--- config.mk ---
export PLATFORM = sky130hd
export DESIGN_NAME = pcs_sched
export DESIGN_NICKNAME = d
export VERILOG_FILES = /design/src/shared/pcs_pkg.sv /design/src/design/pcs_tick.sv /design/src/design/pcs_class.sv /design/src/design/pcs_sched.sv
export SDC_FILE = /design/constraint.sdc
export NUM_CORES = 1
export LEC_CHECK = 0
export BUFFER_PORTS_ARGS = -buffer_cell sky130_fd_sc_hd__buf_4
export CAP_MARGIN = 40
export CORE_MARGIN = 5
export CORE_UTILIZATION = 50
export CTS_CLUSTER_SIZE = 28
export DETAILED_ROUTE_END_ITERATION = 6
export PLACE_DENSITY_LB_ADDON = 0.08
export RECOVER_POWER = 50
export SLEW_MARGIN = 10
export SYNTH_ARGS = -nofsm -noshare
export SYNTH_HDL_FRONTEND = slang
export SYNTH_SLANG_ARGS = --single-unit
--- constraint.sdc ---
create_clock -name core_clk -period 7.2 [get_ports core_clk]
set_clock_uncertainty 0.1 [all_clocks]
set_input_delay 0.72 -clock core_clk [delete_from_list [all_inputs] [get_ports core_clk]]
set_output_delay 0.72 -clock core_clk [all_outputs]
set_load 0.02 [all_outputs]
--- src/shared/pcs_pkg.sv ---
// Purpose: constants and types shared by the cycle scheduler files
// Assumes: core_clk at 20 MHz, all times counted in 0.1 ms ticks
// Notes:   register data is 16 bits wide, offsets are word addresses
// Overview of operation
// - Servicing cycle over 2 s: flag, halt
// - Servicing cycle word counts 0.1 ms, 0..2000.0
// - Exec time 32 bits, low word first
// - Normal mode counts only instruction execution
// - Program cycle opens with 0.3 ms oversee
// - Minimum-cycle evaluation precedes cyclic servicing
// - Refresh each unit, then bus units
// - File window budget configurable, default 4%
// - Servicing cycle opens with 0.2 ms oversee
// - Servicing cycle serves every requesting source except sync-mode memory events
// - Each single service limited to 1 s
// - Async mode: memory events run in parallel
// - Sync mode: memory events in file window
// - Network codes 01/23 access I/O memory
// - Host-link memory commands too, except panel links
// - Mode 00/01/02/05+ decoded, 03/04 setup error
package pcs_pkg;
  localparam int          CLK_PERIOD_NS   = 50;
  localparam int          TICK_NS         = 100000;
  localparam int          TICK_CYC        = (TICK_NS + CLK_PERIOD_NS - 1) / CLK_PERIOD_NS;
  localparam int          PROG_OVS_US     = 300;
  localparam int          SVC_OVS_US      = 200;
  localparam int          SVC_MAX_MS      = 1000;
  localparam int          OVR_MS          = 2000;
  localparam logic [15:0] PROG_OVS_TICKS  = 16'(PROG_OVS_US * 1000 / TICK_NS);
  localparam logic [15:0] SVC_OVS_TICKS   = 16'(SVC_OVS_US * 1000 / TICK_NS);
  localparam logic [15:0] SVC_MAX_TICKS   = 16'(SVC_MAX_MS * 10);
  localparam logic [15:0] OVR_TICKS       = 16'(OVR_MS * 10);
  localparam logic [15:0] FILE_PCT_DIV    = 16'h0019;
  // Register word addresses
  localparam logic [11:0] A_CTRL          = 12'h100;
  localparam logic [11:0] A_MODE          = 12'h101;
  localparam logic [11:0] A_UNITS         = 12'h102;
  localparam logic [11:0] A_FBUD          = 12'h103;
  localparam logic [11:0] A_STAT          = 12'h104;
  localparam logic [11:0] A_MASK          = 12'h105;
  localparam logic [11:0] A_EXEC_LO       = 12'h10a;
  localparam logic [11:0] A_EXEC_HI       = 12'h10b;
  localparam logic [11:0] A_SCYC          = 12'h10c;
  // Status bit positions
  localparam int          ST_OVR          = 0;
  localparam int          ST_SETUP        = 1;
  localparam int          ST_SVC_TO       = 2;
  localparam int          ST_CYC_DONE     = 3;
  localparam int          ST_HALT         = 4;
  localparam logic [3:0]  STAT_RST        = 4'h0;
  // Command classification codes
  localparam logic [7:0]  CMD_MEM_RW      = 8'h01;
  localparam logic [7:0]  CMD_FORCE       = 8'h23;
  localparam logic [7:0]  MODE_NORM       = 8'h00;
  localparam logic [7:0]  MODE_SYNC       = 8'h01;
  localparam logic [7:0]  MODE_ASYNC      = 8'h02;
  localparam logic [7:0]  MODE_PRIO_MIN   = 8'h05;

  typedef enum logic [2:0] {
    M_NORM = 3'b000, M_SYNC = 3'b001, M_ASYNC = 3'b011, M_PRIO = 3'b010, M_BAD = 3'b110
  } pcs_mode_e;
  typedef enum logic [2:0] {
    P_IDLE = 3'b000, P_OVS = 3'b001, P_EXEC = 3'b011, P_MINC = 3'b010,
    P_REFR = 3'b110, P_BUSR = 3'b111, P_FILE = 3'b101
  } pcs_prog_e;
  typedef enum logic [1:0] {
    S_IDLE = 2'b00, S_OVS = 2'b01, S_SVC = 2'b11
  } pcs_svc_e;
endpackage

--- src/design/pcs_tick.sv ---
// Purpose: 0.1 ms tick enable from the core clock
// Assumes: single clock domain
// Notes:   period is a parameter so simulation can shorten it
`timescale 1ns/1ns
module pcs_tick import pcs_pkg::*; #(
  parameter int CYC = TICK_CYC
) (
  // Clock and reset
  input  wire logic core_clk,
  input  wire logic arst_n,
  // Enable out
  output logic      tick
);
  typedef struct packed {
    logic [15:0] cnt;
    logic        tk;
  } pcs_tick_s;
  pcs_tick_s s_q, s_d;

  always_comb begin
    s_d = s_q;
    s_d.tk = 1'b0;
    if (s_q.cnt == 16'(CYC - 1)) begin
      s_d.cnt = 16'h0000;
      s_d.tk = 1'b1;
    end else begin
      s_d.cnt = s_q.cnt + 16'h0001;
    end
  end

  always_ff @(posedge core_clk or negedge arst_n) begin
    if (!arst_n) begin
      s_q <= '0;
    end else begin
      s_q <= s_d;
    end
  end

  assign tick = s_q.tk;
endmodule // pcs_tick

--- src/design/pcs_class.sv ---
// Purpose: decide whether an incoming event touches I/O memory
// Assumes: command fields are stable while the event is offered
// Notes:   purely combinational, no state
`timescale 1ns/1ns
module pcs_class import pcs_pkg::*; (
  // Event description
  input  wire logic       ev_hostlink,
  input  wire logic [7:0] ev_code,
  input  wire logic       ev_hl_mem,
  input  wire logic       ev_panel,
  // Result
  output logic            ev_mem
);
  always_comb begin
    if (!ev_hostlink) begin
      ev_mem = (ev_code == CMD_MEM_RW) || (ev_code == CMD_FORCE);
    end else begin
      ev_mem = ev_hl_mem && !ev_panel;
    end
  end
endmodule // pcs_class

--- src/design/pcs_sched.sv ---
// Purpose: program cycle and servicing cycle scheduler with time monitors
// Assumes: event and refresh partners are logic on core_clk
// Notes:   one service in flight at a time; overrun halts until reset
`timescale 1ns/1ns
module pcs_sched import pcs_pkg::*; #(
  parameter int TICK_CYCLES = TICK_CYC
) (
  // Clock and reset
  input  wire logic        core_clk,
  input  wire logic        arst_n,
  // Register port
  input  wire logic [11:0] reg_addr,
  input  wire logic [15:0] reg_wdata,
  input  wire logic        reg_wr,
  input  wire logic        reg_rd,
  output logic      [15:0] reg_rdata,
  // Event requests
  input  wire logic        ev_valid,
  output logic             ev_ready,
  input  wire logic        ev_hostlink,
  input  wire logic [7:0]  ev_code,
  input  wire logic        ev_hl_mem,
  input  wire logic        ev_panel,
  // Service engine
  output logic             svc_go,
  output logic      [7:0]  svc_cmd,
  output logic             svc_abort,
  input  wire logic        svc_done,
  // Program cycle phases
  output logic             exec_en,
  input  wire logic        exec_done,
  output logic             refr_req,
  output logic      [7:0]  refr_unit,
  input  wire logic        refr_ack,
  output logic             busr_req,
  input  wire logic        busr_ack,
  output logic             file_en,
  // Status
  output logic             servicing_overrun_flag,
  output logic             irq
);
  typedef struct packed {
    pcs_prog_e   prog;
    pcs_svc_e    svc;
    pcs_mode_e   act;
    logic [15:0] ptick;
    logic [15:0] stk;
    logic [7:0]  unit;
    logic [31:0] ecnt;
    logic [31:0] eword;
    logic [15:0] cyc;
    logic [15:0] lastc;
    logic [15:0] fbud;
    logic [15:0] scnt;
    logic [15:0] sword;
    logic [15:0] svct;
    logic        busy;
    logic        go;
    logic        abort;
    logic [7:0]  cmd;
    logic [7:0]  mode;
    logic        run;
    logic [7:0]  units;
    logic [15:0] fcfg;
    logic [3:0]  st;
    logic [3:0]  mask;
    logic        ovr;
    logic [15:0] rdata;
  } pcs_main_s;
  pcs_main_s s_q, s_d;

  logic tick;
  logic ev_mem;
  logic par;
  logic sync_m;
  logic ok_svc;
  logic ok_file;
  logic accept;

  pcs_tick #(.CYC(TICK_CYCLES)) u_tick (
    .core_clk (core_clk),
    .arst_n   (arst_n),
    .tick     (tick)
  );

  pcs_class u_class (
    .ev_hostlink (ev_hostlink),
    .ev_code     (ev_code),
    .ev_hl_mem   (ev_hl_mem),
    .ev_panel    (ev_panel),
    .ev_mem      (ev_mem)
  );

  function automatic pcs_mode_e mode_of(input logic [7:0] m);
    if (m == MODE_NORM) begin
      mode_of = M_NORM;
    end else if (m == MODE_SYNC) begin
      mode_of = M_SYNC;
    end else if (m == MODE_ASYNC) begin
      mode_of = M_ASYNC;
    end else if (m >= MODE_PRIO_MIN) begin
      mode_of = M_PRIO;
    end else begin
      mode_of = M_BAD;
    end
  endfunction

  assign par    = (s_q.act == M_SYNC) || (s_q.act == M_ASYNC);
  assign sync_m = (s_q.act == M_SYNC);
  // async memory events in parallel cycle
  // sync memory events wait for file window
  assign ok_svc  = (s_q.svc == S_SVC) && par && !(sync_m && ev_mem);
  assign ok_file = (s_q.prog == P_FILE) && (!par || (sync_m && ev_mem));
  // Handshake may be combinational; never stalls a partner twice
  assign ev_ready = s_q.run && !s_q.busy && (ok_svc || ok_file);
  assign accept   = ev_valid && ev_ready;

  always_comb begin
    logic [3:0] st_set;
    st_set = 4'h0;
    s_d = s_q;
    s_d.go    = 1'b0;
    s_d.abort = 1'b0;
    s_d.rdata = 16'h0000;
    if (tick && s_q.prog != P_IDLE && s_q.cyc != 16'hffff) begin
      s_d.cyc = s_q.cyc + 16'h0001;
    end
    // One service at a time
    if (accept) begin
      s_d.busy = 1'b1;
      s_d.go   = 1'b1;
      s_d.cmd  = ev_code;
      s_d.svct = 16'h0000;
    end else if (s_q.busy) begin
      if (svc_done) begin
        s_d.busy = 1'b0;
      end else if (s_q.svct >= SVC_MAX_TICKS) begin
        s_d.busy  = 1'b0;
        s_d.abort = 1'b1;
        st_set[ST_SVC_TO] = 1'b1;
      end else if (tick) begin
        s_d.svct = s_q.svct + 16'h0001;
      end
    end
    // Program cycle
    case (s_q.prog)
      P_IDLE: begin
        if (s_q.run) begin
          s_d.prog  = P_OVS;
          s_d.ptick = 16'h0000;
          s_d.cyc   = 16'h0000;
        end
      end
      P_OVS: begin
        if (tick) begin
          s_d.ptick = s_q.ptick + 16'h0001;
          if (s_q.ptick == PROG_OVS_TICKS - 16'h0001) begin
            s_d.prog = P_EXEC;
            s_d.ecnt = 32'h0;
          end
        end
      end
      P_EXEC: begin
        // only execution time counts
        // Last tick folded into the word so the count never moves after exit
        if (tick && !exec_done) begin
          s_d.ecnt = s_q.ecnt + 32'h1;
        end
        if (exec_done) begin
          s_d.prog  = P_MINC;
          s_d.eword = s_q.ecnt + {31'h0, tick};
        end
      end
      P_MINC: begin
        // default is 4% of last cycle
        if (s_q.fcfg != 16'h0000) begin
          s_d.fbud = s_q.fcfg;
        end else if (s_q.lastc < FILE_PCT_DIV) begin
          s_d.fbud = 16'h0001;
        end else begin
          s_d.fbud = s_q.lastc / FILE_PCT_DIV;
        end
        s_d.unit = 8'h00;
        s_d.prog = (s_q.units == 8'h00) ? P_BUSR : P_REFR;
      end
      P_REFR: begin
        if (refr_ack) begin
          s_d.unit = s_q.unit + 8'h01;
          if (s_q.unit == s_q.units - 8'h01) begin
            s_d.prog = P_BUSR;
          end
        end
      end
      P_BUSR: begin
        if (busr_ack) begin
          s_d.prog  = P_FILE;
          s_d.ptick = 16'h0000;
        end
      end
      P_FILE: begin
        // window stretches for a service in flight
        if (tick && s_q.ptick != 16'hffff) begin
          s_d.ptick = s_q.ptick + 16'h0001;
        end
        if (s_q.ptick >= s_q.fbud && !s_q.busy) begin
          s_d.lastc = s_q.cyc;
          st_set[ST_CYC_DONE] = 1'b1;
          s_d.prog  = s_q.run ? P_OVS : P_IDLE;
          s_d.ptick = 16'h0000;
          s_d.cyc   = 16'h0000;
        end
      end
      default: s_d.prog = P_IDLE;
    endcase
    // Servicing cycle
    case (s_q.svc)
      S_IDLE: begin
        if (s_q.run && par) begin
          s_d.svc  = S_OVS;
          s_d.stk  = 16'h0000;
          s_d.scnt = 16'h0000;
        end
      end
      S_OVS: begin
        if (tick) begin
          s_d.stk = s_q.stk + 16'h0001;
          if (s_q.stk == SVC_OVS_TICKS - 16'h0001) begin
            s_d.svc = S_SVC;
          end
        end
      end
      S_SVC: begin
        if (!s_q.busy && !(ev_valid && ok_svc)) begin
          s_d.sword = s_q.scnt;
          s_d.svc  = S_OVS;
          s_d.stk  = 16'h0000;
          s_d.scnt = 16'h0000;
        end
      end
      default: s_d.svc = S_IDLE;
    endcase
    if (s_q.svc != S_IDLE && tick && s_d.svc == s_q.svc) begin
      if (s_q.scnt < OVR_TICKS) begin
        s_d.scnt = s_q.scnt + 16'h0001;
      end else begin
        s_d.scnt = OVR_TICKS;
        s_d.ovr  = 1'b1;
        s_d.sword = OVR_TICKS;
        st_set[ST_OVR] = 1'b1;
      end
    end
    // Register writes; hardware sets win over clears
    if (reg_wr) begin
      case (reg_addr)
        A_CTRL: begin
          if (reg_wdata[0] && !s_q.run && !s_q.ovr) begin
            // mode takes effect at start of run
            s_d.act = mode_of(s_q.mode);
            if (mode_of(s_q.mode) == M_BAD) begin
              st_set[ST_SETUP] = 1'b1;
            end
          end
          s_d.run = reg_wdata[0] && !s_q.ovr;
        end
        A_MODE:  s_d.mode  = reg_wdata[7:0];
        A_UNITS: s_d.units = reg_wdata[7:0];
        A_FBUD:  s_d.fcfg  = reg_wdata;
        A_STAT:  s_d.st    = s_q.st & ~reg_wdata[3:0];
        A_MASK:  s_d.mask  = reg_wdata[3:0];
        default: ;
      endcase
    end
    // Sets applied after the clear so an event in the clear cycle is kept
    s_d.st = s_d.st | st_set;
    if (s_d.ovr) begin
      s_d.run  = 1'b0;
      s_d.prog = P_IDLE;
      s_d.svc  = S_IDLE;
    end
    if (s_d.svc != S_IDLE && !(s_d.run && par)) begin
      s_d.svc = S_IDLE;
    end
    if (reg_rd) begin
      case (reg_addr)
        A_CTRL:    s_d.rdata = {15'h0000, s_q.run};
        A_MODE:    s_d.rdata = {8'h00, s_q.mode};
        A_UNITS:   s_d.rdata = {8'h00, s_q.units};
        A_FBUD:    s_d.rdata = s_q.fcfg;
        A_STAT:    s_d.rdata = {11'h000, s_q.ovr, s_q.st};
        A_MASK:    s_d.rdata = {12'h000, s_q.mask};
        A_EXEC_LO: s_d.rdata = s_q.eword[15:0];
        A_EXEC_HI: s_d.rdata = s_q.eword[31:16];
        A_SCYC:    s_d.rdata = s_q.sword;
        default:   s_d.rdata = 16'h0000;
      endcase
    end
  end

  always_ff @(posedge core_clk or negedge arst_n) begin
    if (!arst_n) begin
      s_q       <= '0;
      s_q.prog  <= P_IDLE;
      s_q.svc   <= S_IDLE;
      s_q.act   <= M_NORM;
      s_q.st    <= STAT_RST;
    end else begin
      s_q <= s_d;
    end
  end

  assign reg_rdata              = s_q.rdata;
  assign svc_go                 = s_q.go;
  assign svc_cmd                = s_q.cmd;
  assign svc_abort              = s_q.abort;
  assign exec_en                = (s_q.prog == P_EXEC);
  assign refr_req               = (s_q.prog == P_REFR);
  assign refr_unit              = s_q.unit;
  assign busr_req               = (s_q.prog == P_BUSR);
  assign file_en                = (s_q.prog == P_FILE);
  assign servicing_overrun_flag = s_q.ovr;
  assign irq                    = |(s_q.st & s_q.mask);
endmodule // pcs_sched

-- Word-level counts from Yosys, hierarchy flattened
Cells that the tools add are included.
- mux-type cells: 87
- equality and inequality tests: 53
- reduce and logical (&&, ||, !) cells: 66
- bitwise logic cells: 4
- order comparisons: 5
- add/sub/neg operators: 10
- div/mod/pow operators: 1
- operators by type and width (cell ; count):
    $mux W16 ; 21
    $mux W32 ; 6
    $pmux W16 S9 ; 1
    $eq A12 B9 Y1 const B ; 9
    $add A16 B1 Y16 const B ; 6
    $pmux W16 S2 ; 2
    $pmux W16 S4 ; 1
    $pmux W32 S2 ; 1
    $pmux W16 S3 ; 1
    $mux W3 ; 15
    $mux W17 ; 2
    $mux W33 ; 1
    $add A32 B1 Y32 ; 1
    $add A32 B1 Y32 const B ; 1
    $ne A16 B16 Y1 const B ; 2
    $logic_and A1 B1 Y1 ; 23
    $mux W1 ; 23
    $ne A3 B1 Y1 const B ; 7
    $pmux W3 S7 ; 1
    $div A16 B5 Y16 const B ; 1
    $eq A16 B1 Y1 const B ; 1
    $eq A16 B11 Y1 const B ; 1
    $eq A16 B2 Y1 const B ; 1
    $eq A8 B1 Y1 const B ; 2
    44 further kinds ; 96
- bits in registers: 294
- word-level logic and storage cells: 254
- input bits: 48

-- Depth between registers and ports, before layout
- word-level depth: 19
- gate-level depth with buffers: 30

-- Cells and area by module
Synthesis repeated with hierarchy kept, for this count alone.
- cell total of the unflattened synthesis: 1946
- area total of the unflattened synthesis: 17468.0 um^2
- modules (own cells, without submodules) (module ; sequential area each (um^2) ; area each (um^2) ; cells an instance ; instances):
    pcs_sched ; 6931.6 ; 16643.5 ; 1873 ; 1
    pcs_tick ; 425.4 ; 777.0 ; 68 ; 1
    pcs_class ; 0.0 ; 47.5 ; 5 ; 1

-- Worst setup path after synthesis
Ideal clock, no wire load.
- path kind: register to register
- start point: register s_q[146] (netlist bit)
- end point: register s_q[117] (netlist bit)
- cell stages (with the launch flop): 29
- path buffers: 1
- setup time: 0.141 ns
- data arrival time: 6.410 ns
- data required time: 6.959 ns
- slack: 0.549 ns
- cell sequence: dfrtp_1 > buf_6 > maj3_2 > a2111oi_4 > a21oi_2 > xnor2_2 > a211oi_1 > a2111o_1 > a2bb2oi_4 > o32ai_2 > o21a_1 > or3_4 > o211a_2 > o311ai_2 > o311ai_1 > a311oi_2 > nor4_2 > or4_4 > a22oi_4 > or3_1 > nand2_1 > ha_1 > nand2_1 > nor2_1 > a211oi_1 > o22ai_2 > nor4b_1 > o221a_1 > a211oi_1
- cells in the longest elaborated chain, start to end: 3
- elaborated cells between the ends (all ways): 4
- classes of those cells: 1 x div; 1 x order compare; 2 x mux
- RTL lines (what ; RTL line ; text):
    start, declared ; pcs_sched.sv:70 ; pcs_main_s s_q, s_d;
    $div A16 B5 Y16 / $lt A16 B5 Y1 (equally long branches) ; pcs_sched.sv:181, pcs_sched.sv:178 ;
    $mux W16 (*) ; pcs_sched.sv:178 ; end else if (s_q.lastc < FILE_PCT_DIV) begin
    $mux W16 (*) ; pcs_sched.sv:176 ; if (s_q.fcfg != 16'h0000) begin
Mark *: on every way between the ends. The rest lies on a longest branch, timed or not.
A chain may end at the register's enable or synchronous reset.

-- Final worst setup path
- start point: register s_q[143] (netlist bit)
- end point: register s_q[117] (netlist bit)
The elaborated chain is that of the path after synthesis.

==> impl_metrics.env <==
export IMPL_syn_area_um2=17270
export IMPL_cap_violations=2
export IMPL_drt_pass1_iterations=6
export IMPL_clk_pin_slew_ns=0.07
export IMPL_final_common_cell="dfrtp_1"
export IMPL_syn_num_nets=1989
export IMPL_cts_tree="built"
export IMPL_crit_path_max_fanout=6
export IMPL_grt_max_degree=181
export IMPL_drt_iter0_drc=979
export IMPL_synth_edf_count=0
export IMPL_clockPowerShare=0.501
export IMPL_overflow=0
export IMPL_vias_per_cell=5.877
export IMPL_critPathKind="reg2reg"
export IMPL_synth_top_area_share=0.4261
export IMPL_combPwrFrac=0.022
export IMPL_start_util=0.5035
export IMPL_place_congestion=0.9375
export IMPL_cts_max_level=2
export IMPL_grt_usage=0.2392
export IMPL_root_buffer="clkbuf_16"
export IMPL_ir_drop_v=0.0002400
export IMPL_hold_class="in2reg"
export IMPL_synth_seq_cells=294
export IMPL_cp_required_ns=7.50
export IMPL_p_int_mw=2.709
export IMPL_drcViolationCount=0
export IMPL_avgSynthCellArea_um2=9.044
export IMPL_seqPwrFrac=0.477
export IMPL_synthFlopType="dfrtp_1"
export IMPL_violations="capacitance limit, slew limit"
export IMPL_boundaryPins=89
export IMPL_die_w_um=195.8
export IMPL_core_um2=34290
export IMPL_worst_pin_slew_ns=5.630
export IMPL_yosysSeqAreaShare=0.4261
export IMPL_status="complete, but fails checks"
export IMPL_antenna_cells=0
export IMPL_post_drt_wl_per_cell_um=18.93
export IMPL_grt_pass1_vias=13850
export IMPL_finalWirelength_mm=47.00
export IMPL_port_buffers=88
export IMPL_cts_max_path_buffers=3
export IMPL_sw_frac_of_total=0.2189
export IMPL_post_place_ws_ns=-0.03421
export IMPL_yosysUniqueCellTypes=111
export IMPL_postSynthCellCount=1909
export IMPL_slowest_delay_ns=0.50
export IMPL_async_flop_share=1.000
export IMPL_critPathCaptureType="flop"
export IMPL_power_density_nw_per_um2=174.1
export IMPL_cts_buffers=35
export IMPL_ys_warnings_count=0
export IMPL_fp_dieH_um=195.8
export IMPL_clk_latency_ns=0.55
export IMPL_period_share=0.9777
export IMPL_arrival_ns=7.34
export IMPL_dp_hpwl_mm=33.53
export IMPL_clock_sinks=294
export IMPL_synth_area_leaders="dfrtp_1, nand2_1, nor2_1, o21ai_0, mux2_2"
export IMPL_fin_nets=2081
export IMPL_whs_ns=0.3253
export IMPL_r2r_setup_slack_ns=0.16
export IMPL_grt_pass1_wl_mm=75.12
export IMPL_timing_final_max_slew_violations=173
export IMPL_final_cell_mix="dfrtp_1, nand2_1, nor2_1"
export IMPL_yosysTopAreaCell="dfrtp_1"
export IMPL_cp_slowest_cell="o41a_1"
export IMPL_antenna_found_initial=1
export IMPL_relSlewSlack=-2.753
export IMPL_p_sw_mw=0.7592
export IMPL_final_min_clock_period_ns=7.039
export IMPL_max_freq_mhz=142.1
export IMPL_ant_nets=0
export IMPL_p_leak_nw=8.736
export IMPL_startpoint_type="flop"
export IMPL_timing_final_ws_setup_ns=0.1609
export IMPL_postCtsHoldBufs=0
export IMPL_die_area_um2=38350
export IMPL_vias=14590
export IMPL_setup_viol=0
export IMPL_hold_viol_final=0
export IMPL_rows=68
export IMPL_areaGrowthSynthToFinish_pct=15.36
export IMPL_drive_gt1_frac=0.1722
flip-flops by register name, summed over array words and instances, names as in the netlist:
name / count
reg_rdata: 16
refr_unit: 8
servicing_overrun_flag: 1
svc_abort: 1
svc_go: 1
s_q: 242
svc_cmd: 8
u_tick.s_q: 16
u_tick.tick: 1
logic make-up (layout without fill, tap and decap cells):
group	count (synthesis)	count (layout)	share of synthesized area
AO/OA/AOI/OAI	434	434	0.1752
AND/OR/NAND/NOR	783	783	0.2185
flip-flops	294	294	0.4261
buffers and inverters	171	289	0.04710
adder cells (fa/ha/maj)	33	33	0.02384
multiplexers	69	69	0.04493
XOR/XNOR	125	125	0.06428
power by group through the flow:
| stage | clock network (mW) | logic [mW] | registers, mW |
|---|---|---|---|
| 2_1_floorplan | 0 | 0.0117 | 1.68 |
| 5_1_grt | 1.86 | 0.0867 | 1.65 |
| 6_report | 1.74 | 0.0761 | 1.66 |
| 4_1_cts | 1.78 | 0.0790 | 1.65 |
| 3_5_place_dp | 0 | 0.0788 | 1.68 |
| 3_3_place_gp | 0 | 0.0782 | 1.68 |
routing by layer:
layer  track usage  wire, um  part of all wire
met1        0.3424     21420              0.46
met4       0.06698      1250             0.027
met2        0.3755     21510              0.46
met5             0         0                 0
met3       0.04362      2811             0.060
layout make-up:
class	instances	area, um2
fill	3076	14370
multi-input combinational	1444	9439
sequential	294	7366
timing repair buffer	174	1210
clock buffer	51	1027
tap	455	569.3
inverter	52	195.2
clock inverter	12	110.1
cell usage after synthesis (5+ instances only):
cell type,number
xnor2_1,49
o31ai_1,14
a31oi_1,12
nor2b_1,19
a222oi_1,12
and3b_1,7
nor3_1,48
xor2_1,74
a22oi_1,13
buf_2,7
a21oi_1,72
nand4_1,30
clkbuf_1,72
nor2_1,206
nor4_1,23
mux2i_1,7
inv_1,50
mux2_2,59
o21ai_1,6
nand2b_1,20
a22o_1,12
a221oi_1,8
and3_1,39
o21a_1,11
and2_1,15
buf_4,35
nor4b_1,7
o21ai_0,152
ha_1,32
o211ai_1,8
o2111ai_1,5
or3_1,12
nand3_1,78
dfrtp_1,294
a211oi_1,12
nand2_1,237
a32oi_1,5
a21o_1,22
repair_timing:
| action | 4_1_cts | 5_1_grt |
|---|---|---|
| gates resized for setup | 7 | 62 |
| endpoints found under the hold margin | 0 | 0 |
| endpoints found under the setup margin | 1 | 2 |
| setup buffers | 2 | 29 |
| pin swaps | 3 | 28 |
critical path, delay by kind of cell, from the launching register on:
kind / cells / cell delay, ns
mux: 4 / 0.97
buf+inv: 3 / 0.53
simple gates: 11 / 2.07
flops: 1 / 0.43
fa+ha+maj: 1 / 0.17
compound gates: 11 / 2.64
final timing paths:
path,startpoint,depth (start not counted),to
setup / recovery,s_q[143]$_DFFE_PN0P_,30,s_q[117]$_DFFE_PN0P_
hold / removal,ev_code[2],2,svc_cmd[2]$_DFFE_PN0P_
setup reg to reg,s_q[143]$_DFFE_PN0P_,30,s_q[117]$_DFFE_PN0P_
hold reg to reg,u_tick.s_q[16]$_DFF_PN0_,1,u_tick.s_q[16]$_DFF_PN0_
max in group asynchronous,arst_n,1,s_q[78]$_DFFE_PN0P_
min in group asynchronous,arst_n,1,s_q[140]$_DFFE_PN0P_
metrics by stage:
step	area (um2)	total power [mW]	instances	utilization	TNS, ns
floorplan	17270	1.696	1909	-	0
detailed placement	18380	1.764	2389	0.5361	-0.03421
global route	19920	3.598	2482	0.5809	-0.1512
finish	19920	3.468	2482	0.5809	0
global placement	18360	1.763	2387	0.5353	0
CTS	19570	3.518	2454	0.5707	0
(Power assumes the default switching activity.)
